===== config.mk =====
export PLATFORM = sky130hd
export DESIGN_NAME = ugs_grant_and_phs_rule_control
export DESIGN_NICKNAME = d
export VERILOG_FILES = /design/src/ugs_grant_and_phs_rule_control.v
export VERILOG_INCLUDE_DIRS = /design/src
export SDC_FILE = /design/constraint.sdc
export NUM_CORES = 2
export LEC_CHECK = 0
export ABC_AREA = 0
export BUFFER_PORTS_ARGS = -buffer_cell sky130_fd_sc_hd__buf_4
export CAP_MARGIN = 30
export CORE_ASPECT_RATIO = 0.8
export CORE_MARGIN = 2
export CORE_UTILIZATION = 30
export CTS_CLUSTER_SIZE = 20
export DETAILED_ROUTE_END_ITERATION = 16
export PLACE_DENSITY = 0.5
export SKIP_CTS_REPAIR_TIMING = 1
export SLEW_MARGIN = 20
export SYNTH_ARGS = -nofsm -noshare
export SYNTH_HDL_FRONTEND = slang
export SYNTH_SLANG_ARGS = --single-unit

===== constraint.sdc =====
create_clock -name CLK_SYS -period 6.5 [get_ports CLK_SYS]
set_clock_uncertainty 0.15 [all_clocks]
set_input_delay 0.325 -clock CLK_SYS [delete_from_list [all_inputs] [get_ports CLK_SYS]]
set_output_delay 0.325 -clock CLK_SYS [all_outputs]
set_load 0.02 [all_outputs]

===== src/ugs_phs_defines.vh =====
// Purpose: constants for the grant scheduler and suppression rule control
// Assumes: 125 MHz system clock, APB register access
// Notes: offsets are byte addresses of 32-bit words
`ifndef UGS_PHS_DEFINES_VH
`define UGS_PHS_DEFINES_VH

// register byte offsets
`define A_CTRL      12'h000
`define A_INTERVAL  12'h004
`define A_JITTER    12'h008
`define A_GPI       12'h00c
`define A_TOS       12'h010
`define A_LATENCY   12'h014
`define A_TSTAMP    12'h018
`define A_REFTIME   12'h01c
`define A_STATUS    12'h020
`define A_CMD       12'h024
`define A_CMDARG    12'h028
`define A_RESP      12'h02c
`define A_RULECNT   12'h030
`define A_SUPSIZE   12'h034
// control fields
`define CTRL_EN     0
`define CTRL_ACT    1
`define CTRL_TOSEN  2
`define CTRL_EXCESS 3
// suppression actions
`define ACT_ADD     2'h0
`define ACT_SET     2'h1
`define ACT_DEL     2'h2
`define ACT_DELALL  2'h3
// confirmation codes
`define CC_OK       8'h00
`define CC_OTHER    8'h01
`define CC_UNRECOG  8'h02
`define CC_RESOURCE 8'h03
// errored parameter subtypes
`define SUB_INDEX   8'h08
`define SUB_ACTION  8'h05
`define SUB_FLOW    8'h04
`define SUB_SIZE    8'h0a
// limits
`define GPI_MAX     7'h7f
`define TLV_MAX_LEN 8'hff
// timing: system clock period in ns, master tick 10,24 MHz as 1024/100 MHz
`define CLK_NS      8
`define TICK_NUM    32'd1024
`define TICK_DEN    32'd12500
`define US_CYCLES   125
`endif


===== src/ugs_grant_and_phs_rule_control.v =====
// Purpose: unsolicited grant scheduler, tos rewrite, latency watch, suppression rules
// Assumes: APB slave, inputs synchronous to CLK_SYS
// Notes: rule table indexed by suppression index low bits
//
// Design decisions made here: register access over APB and the placing of the registers.
`timescale 1ns/10ps
`default_nettype none
`include "ugs_phs_defines.vh"

module ugs_grant_and_phs_rule_control #(
  parameter RULES = 8,
  parameter RIDX_W = 3
) (
  input wire CLK_SYS,              // system clock 125 MHz
  input wire RST_N,                // async reset, active low
  input wire PSEL,                 // apb select
  input wire PENABLE,              // apb enable
  input wire PWRITE,               // apb direction
  input wire [11:0] PADDR,         // apb byte address
  input wire [31:0] PWDATA,        // apb write data
  output wire PREADY,              // apb ready
  output reg [31:0] PRDATA,        // apb read data
  output wire PSLVERR,             // apb error
  input wire [7:0] TOS_IN,         // tos byte of matching packet
  input wire TOS_VALID,            // packet tos valid
  output reg [7:0] TOS_OUT,        // rewritten tos byte
  output reg TOS_OUT_VALID,        // rewritten tos valid
  input wire PKT_ARRIVE,           // packet taken on network side port
  input wire PKT_FORWARD,          // oldest packet sent to cable port
  output reg GRANT_PULSE,          // unsolicited grant opportunity
  output reg [31:0] REF_TIME,      // time reference for the modem
  output reg REF_SEND,             // send reference, one pulse
  output reg LATENCY_FAULT         // latency exceeded, sticky
);

  ////////////////////////////////////////////////////////////////////////
  // apb decode
  wire wr = PSEL & PENABLE & PWRITE;
  wire rd_en = PSEL & ~PENABLE & ~PWRITE;
  wire known = (PADDR[11:6] == 6'h00) && (PADDR[5:2] <= 4'hd) && (PADDR[1:0] == 2'h0);
  assign PREADY = 1'b1;  // zero wait states keeps the slave trivial
  assign PSLVERR = PSEL & PENABLE & ~known;

  reg [3:0] ctrl_q;
  reg [31:0] interval_q, jitter_q, latency_q;
  reg [6:0] gpi_q;
  reg [15:0] tos_q;
  reg [31:0] tstamp_q;
  reg [31:0] frac_q;

  ////////////////////////////////////////////////////////////////////////
  // master timestamp: 10,24 MHz ticks derived by fractional accumulator
  wire [31:0] frac_sum = frac_q + `TICK_NUM;
  wire tick = (frac_sum >= `TICK_DEN);
  always @(posedge CLK_SYS or negedge RST_N) begin
    if (!RST_N) begin
      frac_q <= 32'h0;
      tstamp_q <= 32'h0;
    end else begin
      frac_q <= tick ? frac_sum - `TICK_DEN : frac_sum;
      if (tick) begin
        tstamp_q <= tstamp_q + 32'h1;  // wraps at 2^32
      end
    end
  end

  // microsecond strobe for interval and jitter counting
  reg [6:0] us_q;
  wire us_tick = (us_q == 7'd`US_CYCLES - 7'd1);
  always @(posedge CLK_SYS or negedge RST_N) begin
    if (!RST_N) begin
      us_q <= 7'h0;
    end else begin
      us_q <= us_tick ? 7'h0 : us_q + 7'h1;
    end
  end

  ////////////////////////////////////////////////////////////////////////
  // grant scheduler: at each interval start, issue gpi grants back to back
  reg [31:0] ivl_cnt_q;
  reg [6:0] left_q;
  reg [31:0] since_q;
  reg act_q;
  wire run = ctrl_q[`CTRL_EN] & (interval_q != 32'h0);
  wire ivl_start = run & us_tick & (ivl_cnt_q == 32'h0);
  // stop issuing past jitter or interval end, whichever first
  wire in_window = (since_q <= jitter_q) & (since_q < interval_q);
  always @(posedge CLK_SYS or negedge RST_N) begin
    if (!RST_N) begin
      ivl_cnt_q <= 32'h0;
      left_q <= 7'h0;
      since_q <= 32'h0;
      GRANT_PULSE <= 1'b0;
      act_q <= 1'b0;
      REF_SEND <= 1'b0;
      REF_TIME <= 32'h0;
    end else begin
      act_q <= ctrl_q[`CTRL_EN];
      REF_SEND <= 1'b0;
      if (ctrl_q[`CTRL_EN] & ~act_q) begin
        REF_TIME <= tstamp_q;  // ideal time of first grant
        REF_SEND <= 1'b1;
      end
      GRANT_PULSE <= 1'b0;
      if (!run) begin
        ivl_cnt_q <= 32'h0;
        left_q <= 7'h0;
        since_q <= 32'h0;
      end else begin
        if (us_tick) begin
          ivl_cnt_q <= (ivl_cnt_q == interval_q - 32'h1) ? 32'h0 : ivl_cnt_q + 32'h1;
          since_q <= ivl_start ? 32'h0 : since_q + 32'h1;
        end
        if (ivl_start) begin
          left_q <= gpi_q;  // at most gpi_q grants per interval
        end else if (left_q != 7'h0 && in_window) begin
          GRANT_PULSE <= 1'b1;
          left_q <= left_q - 7'h1;
        end else if (!in_window) begin
          left_q <= 7'h0;
        end
      end
    end
  end

  ////////////////////////////////////////////////////////////////////////
  // tos overwrite
  always @(posedge CLK_SYS or negedge RST_N) begin
    if (!RST_N) begin
      TOS_OUT <= 8'h0;
      TOS_OUT_VALID <= 1'b0;
    end else begin
      TOS_OUT_VALID <= TOS_VALID;
      if (ctrl_q[`CTRL_TOSEN]) begin
        TOS_OUT <= (TOS_IN & tos_q[15:8]) | tos_q[7:0];
      end else begin
        TOS_OUT <= TOS_IN;
      end
    end
  end

  ////////////////////////////////////////////////////////////////////////
  // latency watch on oldest packet, one outstanding at a time
  reg [31:0] age_q;
  reg busy_q;
  always @(posedge CLK_SYS or negedge RST_N) begin
    if (!RST_N) begin
      age_q <= 32'h0;
      busy_q <= 1'b0;
      LATENCY_FAULT <= 1'b0;
    end else begin
      if (PKT_FORWARD) begin
        busy_q <= PKT_ARRIVE;
        age_q <= 32'h0;
      end else if (PKT_ARRIVE & ~busy_q) begin
        busy_q <= 1'b1;
        age_q <= 32'h0;
      end else if (busy_q & us_tick) begin
        age_q <= age_q + 32'h1;
      end
      // waived for flows above reserved rate
      if (busy_q && latency_q != 32'h0 && age_q > latency_q && !ctrl_q[`CTRL_EXCESS]) begin
        LATENCY_FAULT <= 1'b1;
      end else if (wr && PADDR == `A_STATUS && PWDATA[0]) begin
        LATENCY_FAULT <= 1'b0;
      end
    end
  end

  ////////////////////////////////////////////////////////////////////////
  // suppression rule table
  reg [RULES-1:0] used_q, hasf_q, hass_q;
  reg [31:0] flow_q [0:RULES-1];
  reg [7:0] size_q [0:RULES-1];
  reg [31:0] resp_q;
  reg [31:0] arg_q;
  wire [7:0] c_index = PWDATA[7:0];
  wire [1:0] c_act = PWDATA[9:8];
  wire c_field = PWDATA[10];
  wire c_size = PWDATA[11];
  wire [7:0] c_size_v = PWDATA[23:16];
  wire [7:0] c_len = PWDATA[31:24];
  wire [RIDX_W-1:0] slot = c_index[RIDX_W-1:0];
  wire do_cmd = wr && PADDR == `A_CMD;
  reg [7:0] rc_q;
  integer i;
  // response: cc in [7:0], errored subtype in [15:8], error flag bit 16
  // word replaced whole per command and kept apart from the command word
  always @(posedge CLK_SYS or negedge RST_N) begin
    if (!RST_N) begin
      used_q <= {RULES{1'b0}};
      hasf_q <= {RULES{1'b0}};
      hass_q <= {RULES{1'b0}};
      resp_q <= 32'h0;
      for (i = 0; i < RULES; i = i + 1) begin
        flow_q[i] <= 32'h0;
        size_q[i] <= 8'h0;
      end
    end else if (do_cmd) begin
      if (arg_q == 32'h0) begin
        resp_q <= {15'h0, 1'b1, `SUB_FLOW, `CC_OTHER};
      end else if (c_len >= `TLV_MAX_LEN) begin
        resp_q <= {15'h0, 1'b1, 8'h00, `CC_UNRECOG};
      end else if (c_act != `ACT_DELALL && (c_index == 8'h0 || c_index[7:RIDX_W] != {(8-RIDX_W){1'b0}})) begin
        resp_q <= {15'h0, 1'b1, `SUB_INDEX, `CC_RESOURCE};  // reference zero refused
      end else begin
        case (c_act)
          `ACT_ADD: begin
            if (used_q[slot]) begin
              resp_q <= {15'h0, 1'b1, `SUB_INDEX, `CC_OTHER};
            end else begin
              used_q[slot] <= 1'b1;
              flow_q[slot] <= arg_q;
              hasf_q[slot] <= c_field;
              hass_q[slot] <= c_size;
              size_q[slot] <= c_size ? c_size_v : 8'h0;
              resp_q <= 32'h0;  // no error encoding on success
            end
          end
          `ACT_SET: begin
            if (!used_q[slot] || (hasf_q[slot] & hass_q[slot]) ||
                (c_field & hasf_q[slot]) || (c_size & hass_q[slot])) begin
              resp_q <= {15'h0, 1'b1, `SUB_ACTION, `CC_OTHER};
            end else begin
              hasf_q[slot] <= hasf_q[slot] | c_field;
              hass_q[slot] <= hass_q[slot] | c_size;
              if (c_size) begin
                size_q[slot] <= c_size_v;
              end
              resp_q <= 32'h0;
            end
          end
          `ACT_DEL: begin
            if (!used_q[slot]) begin
              resp_q <= {15'h0, 1'b1, `SUB_INDEX, `CC_OTHER};
            end else begin
              used_q[slot] <= 1'b0;
              hasf_q[slot] <= 1'b0;
              hass_q[slot] <= 1'b0;
              resp_q <= 32'h0;
            end
          end
          default: begin
            for (i = 0; i < RULES; i = i + 1) begin
              if (flow_q[i] == arg_q) begin
                used_q[i] <= 1'b0;
                hasf_q[i] <= 1'b0;
                hass_q[i] <= 1'b0;
              end
            end
            resp_q <= 32'h0;
          end
        endcase
      end
    end
  end

  // count of rules actively suppressing: fully defined and nonzero size
  reg [7:0] active_cnt;
  integer j;
  always @* begin
    active_cnt = 8'h0;
    for (j = 0; j < RULES; j = j + 1) begin
      if (used_q[j] & hasf_q[j] & hass_q[j] & (size_q[j] != 8'h0)) begin
        active_cnt = active_cnt + 8'h1;
      end
    end
  end

  ////////////////////////////////////////////////////////////////////////
  // register writes
  always @(posedge CLK_SYS or negedge RST_N) begin
    if (!RST_N) begin
      ctrl_q <= 4'h0;
      interval_q <= 32'h0;
      jitter_q <= 32'h0;
      gpi_q <= 7'h0;
      tos_q <= 16'hff00;
      latency_q <= 32'h0;
      arg_q <= 32'h0;
    end else if (wr) begin
      if (PADDR == `A_CTRL) begin
        ctrl_q <= PWDATA[3:0];
      end else if (PADDR == `A_INTERVAL) begin
        interval_q <= PWDATA;
      end else if (PADDR == `A_JITTER) begin
        jitter_q <= PWDATA;
      end else if (PADDR == `A_GPI) begin
        gpi_q <= PWDATA[6:0];  // top bit dropped keeps range 0..127
      end else if (PADDR == `A_TOS) begin
        tos_q <= PWDATA[15:0];
      end else if (PADDR == `A_LATENCY) begin
        latency_q <= PWDATA;
      end else if (PADDR == `A_CMDARG) begin
        arg_q <= PWDATA;
      end
    end
  end

  ////////////////////////////////////////////////////////////////////////
  // read data, registered in the setup phase
  always @(posedge CLK_SYS or negedge RST_N) begin
    if (!RST_N) begin
      PRDATA <= 32'h0;
    end else if (rd_en) begin
      if (PADDR == `A_CTRL) begin
        PRDATA <= {28'h0, ctrl_q};
      end else if (PADDR == `A_INTERVAL) begin
        PRDATA <= interval_q;
      end else if (PADDR == `A_JITTER) begin
        PRDATA <= jitter_q;
      end else if (PADDR == `A_GPI) begin
        PRDATA <= {25'h0, gpi_q};
      end else if (PADDR == `A_TOS) begin
        PRDATA <= {16'h0, tos_q};
      end else if (PADDR == `A_LATENCY) begin
        PRDATA <= latency_q;
      end else if (PADDR == `A_TSTAMP) begin
        PRDATA <= tstamp_q;
      end else if (PADDR == `A_REFTIME) begin
        PRDATA <= REF_TIME;
      end else if (PADDR == `A_STATUS) begin
        PRDATA <= {24'h0, left_q != 7'h0, busy_q, act_q, 4'h0, LATENCY_FAULT};
      end else if (PADDR == `A_CMDARG) begin
        PRDATA <= arg_q;
      end else if (PADDR == `A_RESP) begin
        PRDATA <= resp_q;
      end else if (PADDR == `A_RULECNT) begin
        PRDATA <= {{(32-RULES){1'b0}}, used_q};
      end else if (PADDR == `A_SUPSIZE) begin
        PRDATA <= {24'h0, active_cnt};
      end else begin
        PRDATA <= 32'h0;
      end
    end
  end

endmodule
`default_nettype wire


# Yosys cells after proc, flatten, opt, wreduce, memory -nomap -nowiden
# Cells that the tools add are included.
[op_classes]
n_addsub = 16
reduce_logical = 82
bitwise_logic = 65
mul = 0
shifts = 0
muxes = 95
order_cmp = 10
div = 0
eq_ne = 32
[ops]
columns = ["operator", "count"]
rows = [
  ["two-way mux 32 bit", 25],
  ["equality test 32 bit", 9],
  ["bitwise mux 256 bit", 1],
  ["two-way mux 64 bit", 3],
  ["two-way mux 8 bit", 20],
  ["AND reduction 8 bit", 18],
  ["adder 32 x 1 -> 32 bit, second input constant", 4],
  ["bitwise mux 64 bit", 2],
  ["case mux 64 bit (2 select lines)", 1],
  ["demux 32 bit (select 3 bit)", 1],
  ["case mux 32 bit (3 select lines)", 1],
  ["equality test 12 x 6 -> 1 bit, second input constant", 6],
  ["case mux 8 bit (3 select lines)", 3],
  ["logical NOT 32 bit", 2],
  ["nonzero test 32 bit", 2],
  ["nonzero test 8 bit", 8],
  ["adder 8 x 1 -> 8 bit, second input constant", 7],
  ["two-way mux 17 bit", 3],
  ["equality test 12 x 5 -> 1 bit, second input constant", 4],
  ["AND 1 bit", 39],
  ["two-way mux 7 bit", 5],
  ["adder 32 x 11 -> 32 bit, second input constant", 1],
  ["AND 8 bit", 4],
  ["bitwise mux 8 bit", 4],
  ["other kinds (48)", 127],
]
[totals]
reg_bits = 783
wordCells = 364
ram_bits = 0
memories = 0
latchBits = 0
in_bits = 60
mem_bits_ro = 0
output_inout_bits = 78

# Logic depth before layout (Yosys ltp)
[depth]
word_depth = 31
depth_mapped = 23
depth_no_buf = 23

# Worst setup path after synthesis
# No wires, ideal clock.
[synth_path]
kind = "register to register"
startpoint = "register size_q[53] (netlist bit)"
endpoint = "register PRDATA[4]"
required_ps = 6222
setup_slack_ps = 1299
setup_ps = 128
synth_period_minus_slack_ps = 5201
arrival_time_ps = 4923
path_stages_with_launch = 23
n_path_buf = 0
path_cell_list = "dfrtp_1 -> or4_1 -> o2111ai_1 -> inv_1 -> ha_1 -> xnor2_1 -> xnor2_1 -> ha_1 -> nand2_1 -> nand2_1 -> ha_1 -> nor2_1 -> a31oi_1 -> ha_1 -> o22ai_1 -> a41oi_1 -> ha_1 -> nand2_1 -> or3_1 -> nor3_1 -> a311oi_1 -> mux2i_1 -> o21ai_0"
[synth_via]
elab_chain_len = 28
[synth_rtl]
columns = ["item", "line_no", "text"]
rows = [
  ["start: declaration", "ugs_grant_and_phs_rule_control.v:174", "reg [7:0] size_q [0:RULES-1];"],
  ["start signal: indexed assignment", "ugs_grant_and_phs_rule_control.v:216", "size_q[slot] <= c_size ? c_size_v : 8'h0;"],
  ["start signal: indexed assignment", "ugs_grant_and_phs_rule_control.v:228", "size_q[slot] <= c_size_v;"],
  ["nonzero test 8 bit *", "ugs_grant_and_phs_rule_control.v:264", "if (used_q[j] & hasf_q[j] & hass_q[j] & (size_q[j] != 8'h0)) begin"],
  ["AND 1 bit *", "ugs_grant_and_phs_rule_control.v:264", ""],
  ["two-way mux 8 bit *", "ugs_grant_and_phs_rule_control.v:264", ""],
  ["adder 8 x 1 -> 8 bit", "ugs_grant_and_phs_rule_control.v:265", "active_cnt = active_cnt + 8'h1;"],
  ["two-way mux 8 bit *", "ugs_grant_and_phs_rule_control.v:264", ""],
  ["adder 8 x 1 -> 8 bit", "ugs_grant_and_phs_rule_control.v:265", ""],
  ["two-way mux 8 bit *", "ugs_grant_and_phs_rule_control.v:264", ""],
  ["adder 8 x 1 -> 8 bit", "ugs_grant_and_phs_rule_control.v:265", ""],
  ["(+12 left out)", "-", ""],
  ["two-way mux 32 bit *", "ugs_grant_and_phs_rule_control.v:320", "end else if (PADDR == `A_REFTIME) begin"],
  ["two-way mux 32 bit *", "ugs_grant_and_phs_rule_control.v:318", "end else if (PADDR == `A_TSTAMP) begin"],
  ["two-way mux 32 bit *", "ugs_grant_and_phs_rule_control.v:316", "end else if (PADDR == `A_LATENCY) begin"],
  ["two-way mux 32 bit *", "ugs_grant_and_phs_rule_control.v:314", "end else if (PADDR == `A_TOS) begin"],
  ["two-way mux 32 bit *", "ugs_grant_and_phs_rule_control.v:312", "end else if (PADDR == `A_GPI) begin"],
  ["two-way mux 32 bit *", "ugs_grant_and_phs_rule_control.v:310", "end else if (PADDR == `A_JITTER) begin"],
  ["two-way mux 32 bit *", "ugs_grant_and_phs_rule_control.v:308", "end else if (PADDR == `A_INTERVAL) begin"],
  ["two-way mux 32 bit *", "ugs_grant_and_phs_rule_control.v:306", "if (PADDR == `A_CTRL) begin"],
  ["end signal: assignment", "ugs_grant_and_phs_rule_control.v:307", "PRDATA <= {28'h0, ctrl_q};"],
  ["end signal: assignment", "ugs_grant_and_phs_rule_control.v:309", "PRDATA <= interval_q;"],
  ["end signal: assignment", "ugs_grant_and_phs_rule_control.v:311", "PRDATA <= jitter_q;"],
  ["end: declaration", "ugs_grant_and_phs_rule_control.v:22", "output reg [31:0] PRDATA,"],
]
# Every way passes the cells marked *; elsewhere a longest branch is shown, timed or not.
# A chain may end at the register's enable or synchronous reset.

# Final worst setup path
# Same ends and word-level chain as after synthesis.

==> results_tabular.tex <==
\begin{tabular}{lr}
\hline
Metric & Value \\
\hline
\multicolumn{2}{l}{\textbf{Status}} \\
Status & complete, but fails checks \\
Violated checks & hold timing \\
\multicolumn{2}{l}{\textbf{Clock network}} \\
CTS Root Cell & clkbuf\_16 \\
Number of clock sinks seen by CTS & 755 \\
Number of buffers inserted during clock tree synthesis & 85 \\
Clock input transition at the sequential cells of the worst setup and hold paths & 60 ps \\
H-tree depth reported by CTS & 3 \\
CTS tree & done \\
Insertion delay to the later sink of the worst-skew pair & slightly below 700 ps \\
Maximum clock path buffer count & 3 \\
\multicolumn{2}{l}{\textbf{Timing}} \\
Final Slew Violations & 0 \\
Count of final hold-check violations & 1 \\
Maximum clock frequency & 0.178 GHz \\
Sum Neg Setup Slack & 0 ps \\
Setup repair after global routing missed its margin & no \\
Number of setup violations in the final report & 0 \\
Pin slew with the least headroom to its limit & 924 ps \\
Period utilisation layout & 0.862 \\
Tightest slew margin relative to the limit & 0.384 \\
Post-route minimum period & 5600 ps \\
Final hold slack & -17.0 ps \\
\multicolumn{2}{l}{\textbf{Logic synthesis}} \\
Cells after synthesis & approximately 3800 \\
Synth warn & 0 \\
Prevailing post-synth register cell & dfrtp\_1 \\
Average cell area after synthesis & 10.4 sq um \\
Share of the synthesized area in the top cell type & 0.467 \\
Number of library cell types mapped by synthesis & 89 \\
Share of synthesized registers carrying an async set or reset & 1.00 \\
Cell type with the highest aggregate area in the netlist & dfrtp\_1 \\
Post-synthesis cell area & 40000 sq um \\
EDFF count, synth & 0 \\
Synthesized netlist net count & a little over 4000 \\
Register area share after synthesis & 0.472 \\
FF+latch count, synth & 755 \\
Area contributors post-synth & dfrtp\_1, mux2\_2, xor2\_1, ha\_1, xnor2\_1 \\
\multicolumn{2}{l}{\textbf{Power}} \\
IR drop worst, VDD & approximately 0.19 mV \\
Static leakage & 22.9 nW \\
Total power divided by cell area & between 200 and 250 nW/um\^{}2 \\
\multicolumn{2}{l}{\textbf{Layout}} \\
Area grow syn2layout & 15.9\% \\
Cell Count, Final, Fillers Out & 5764 \\
Final cell utilization of the core & 0.351 \\
Proportion of layout cells with a drive suffix above 1 & 0.192 \\
Final nets & 4117 \\
\multicolumn{2}{l}{\textbf{Detailed routing}} \\
Iteration count of the initial detailed-routing pass & 8 \\
Count of routing violations after the opening detailed-route iteration & 2878 \\
Detailed-route via count & 30500 \\
Drt wl/cell & 23.7 microns \\
Routed wire length & roughly 140 mm \\
Detailed-route vias per instance & 5.30 \\
DRC errors left & 0 \\
Remaining number of nets flagged by the antenna check after routing & 0 \\
\multicolumn{2}{l}{\textbf{Die}} \\
Area of the core region & roughly 130000 sq um \\
Die area & 136000 sq um \\
Die height & 331 microns \\
I/O pin total & between 100 and 150 \\
Placement row count & roughly 120 \\
Die Wd & 412 microns \\
Effective utilization at floorplan & 0.303 \\
\multicolumn{2}{l}{\textbf{Worst setup path}} \\
Largest driver fanout on the critical path & 9 \\
Arrival time at the worst endpoint & 6030 ps \\
Critical path endpoint category & flop \\
Type of origin of the critical path & flop \\
Critical path class & reg2reg \\
Critical path data required time & 6920 ps \\
\multicolumn{2}{l}{\textbf{Placement}} \\
Cells after DPL & 5557 \\
Port-buffer cells & 136 \\
Final weighted congestion of routability-driven global placement & around 0.9 \\
Placed wire-length estimate after detailed placement & 97.4 mm \\
\multicolumn{2}{l}{\textbf{Global routing}} \\
Vias in the first global route & 29100 \\
Total overflow reported by the global router & 0 \\
Wire length of the first global-routing pass & 200 mm \\
Pin count of the biggest net entering global routing & 176 \\
Number of antenna violations at the first check in global routing & 13 \\
GR Util All Layers & 0.198 \\
\multicolumn{2}{l}{\textbf{Flow run}} \\
Max\_cap viols & 0 \\
\multicolumn{2}{l}{\textbf{Worst hold path}} \\
Kind of path behind the tightest hold check & in2reg \\
\hline
\end{tabular}
==> metrics by stage <==
| step | instance area [sq um] | setup slack (ps) | power [mW] | hold slack, ps |
|---|---|---|---|---|
| final | 46400 | 895 | 10.1 | -17.0 |
| after global routing | 46400 | 436 | 10.5 | 0.896 |
| after CTS | 45900 | 926 | 10.3 | -534 |
| after detailed placement | 43000 | 973 | 5.24 | 210 |
| after global placement | 43000 | 1050 | 5.24 | 208 |
| after floorplan | 40000 | 1300 | 4.94 | -121 |
==> synth_stat cells (all sizes together) (7+ instances only) <==
master,number
nor4b,8
ha,116
dfstp,8
a211oi,7
nor3b,14
a31oi,43
a22o,24
and4,14
or4,13
a21o,57
a221oi,36
nand3,95
nor2b,25
o2111ai,8
inv,140
nor2,203
o211ai,20
mux2,360
nand4,82
or3,30
a222oi,16
buf,29
xnor2,124
nand3b,12
a2111oi,9
nor3,57
mux2i,30
o31ai,14
dfrtp,747
nand2,289
a22oi,28
and3,53
a21oi,125
and2,17
o21ai,197
o22ai,10
clkbuf,230
o21a,20
xor2,311
nand2b,24
nor4,123
==> layout by cell type (no fill, tap or decap), types with 26 or more instances in the layout <==
cell type      count
a21o_1            57
a21oi_1          125
a221oi_1          36
a22oi_1           28
a31oi_1           43
and3_1            52
buf_4            211
clkbuf_16         88
clkbuf_8          26
dfrtp_1          746
dlygate4sd3_1     45
ha_1             116
inv_1            139
mux2_2           360
mux2i_1           30
nand2_1          289
nand3_1           95
nand4_1           82
nor2_1           195
nor3_1            50
nor4_1           116
o21ai_0          194
or3_1             30
xnor2_1          124
xor2_1           311
==> cell families after synthesis <==
family,count (synthesis),synth area share
buffers and inverters,399,0.0381
AOI/OAI and AO/OA,676,0.111
other,1,0.0000937
muxes,390,0.109
xor gates and xnor gates,437,0.0963
adders and majority gates,117,0.0365
and+or+nand+nor,1070,0.137
DFF,755,0.472
==> routing by layer <==
layer	share of wire	track usage
met1	0.47	0.284
met2	0.42	0.286
met3	0.082	0.0569
met4	0.033	0.0631
met5	0.00042	0
==> worst max-delay path: stages, from the launching register on <==
cell	delay [ps]
dfrtp_1	370
or4_1	540
o2111ai_1	420
inv_1	120
ha_1	370
xnor2_1	300
xnor2_1	200
ha_1	270
nand2_1	250
nand2_1	120
ha_1	350
nor2_1	120
a31oi_1	60
ha_1	300
o22ai_1	80
a41oi_1	290
ha_1	230
nand2_1	100
or3_1	390
a21oi_1	140
a311oi_1	80
mux2i_1	170
o21ai_0	90
==> where the power goes <==
part | internal [mW] | switching, mW
combinational | 0.116 | 0.299
clock | 2.89 | 2.07
sequential | 4.73 | 0.0360
==> registers in the layout (all words and copies together), names as in the netlist, 16 cells and up <==
register	flops
PRDATA	32
REF_TIME	32
age_q	32
arg_q	32
flow_q	256
frac_q	30
interval_q	32
ivl_cnt_q	32
jitter_q	32
latency_q	32
since_q	32
size_q	64
tos_q	16
tstamp_q	32
==> path summary, 6_finish.rpt <==
kind / depth (start not counted) / slack, ps / start / endpoint
worst max-delay path: 22 / 900 / size_q[53] / PRDATA[4]
worst min register to register: 0 / 220 / size_q[62] / size_q[62]
worst min-delay path: 5 / -20 / PADDR[4] / PRDATA[3]
worst max register to register: 22 / 900 / size_q[53] / PRDATA[4]
max in group asynchronous: 4 / 4460 / RST_N / hass_q[7]
min in group asynchronous: 2 / 90 / RST_N / flow_q[238]
==> area by class of cell <==
type / count / area, sq um
clock inverters: 25 / 231
flip-flops and latches: 755 / 18900
clock buffers: 130 / 2620
fillers: 13200 / 85700
multi-input cells: 2691 / 19700
well taps: 1754 / 2190
repair buffers: 268 / 2240
inverters: 140 / 526
diodes: 1 / 2.50
Power figures use the tool's default switching activity.
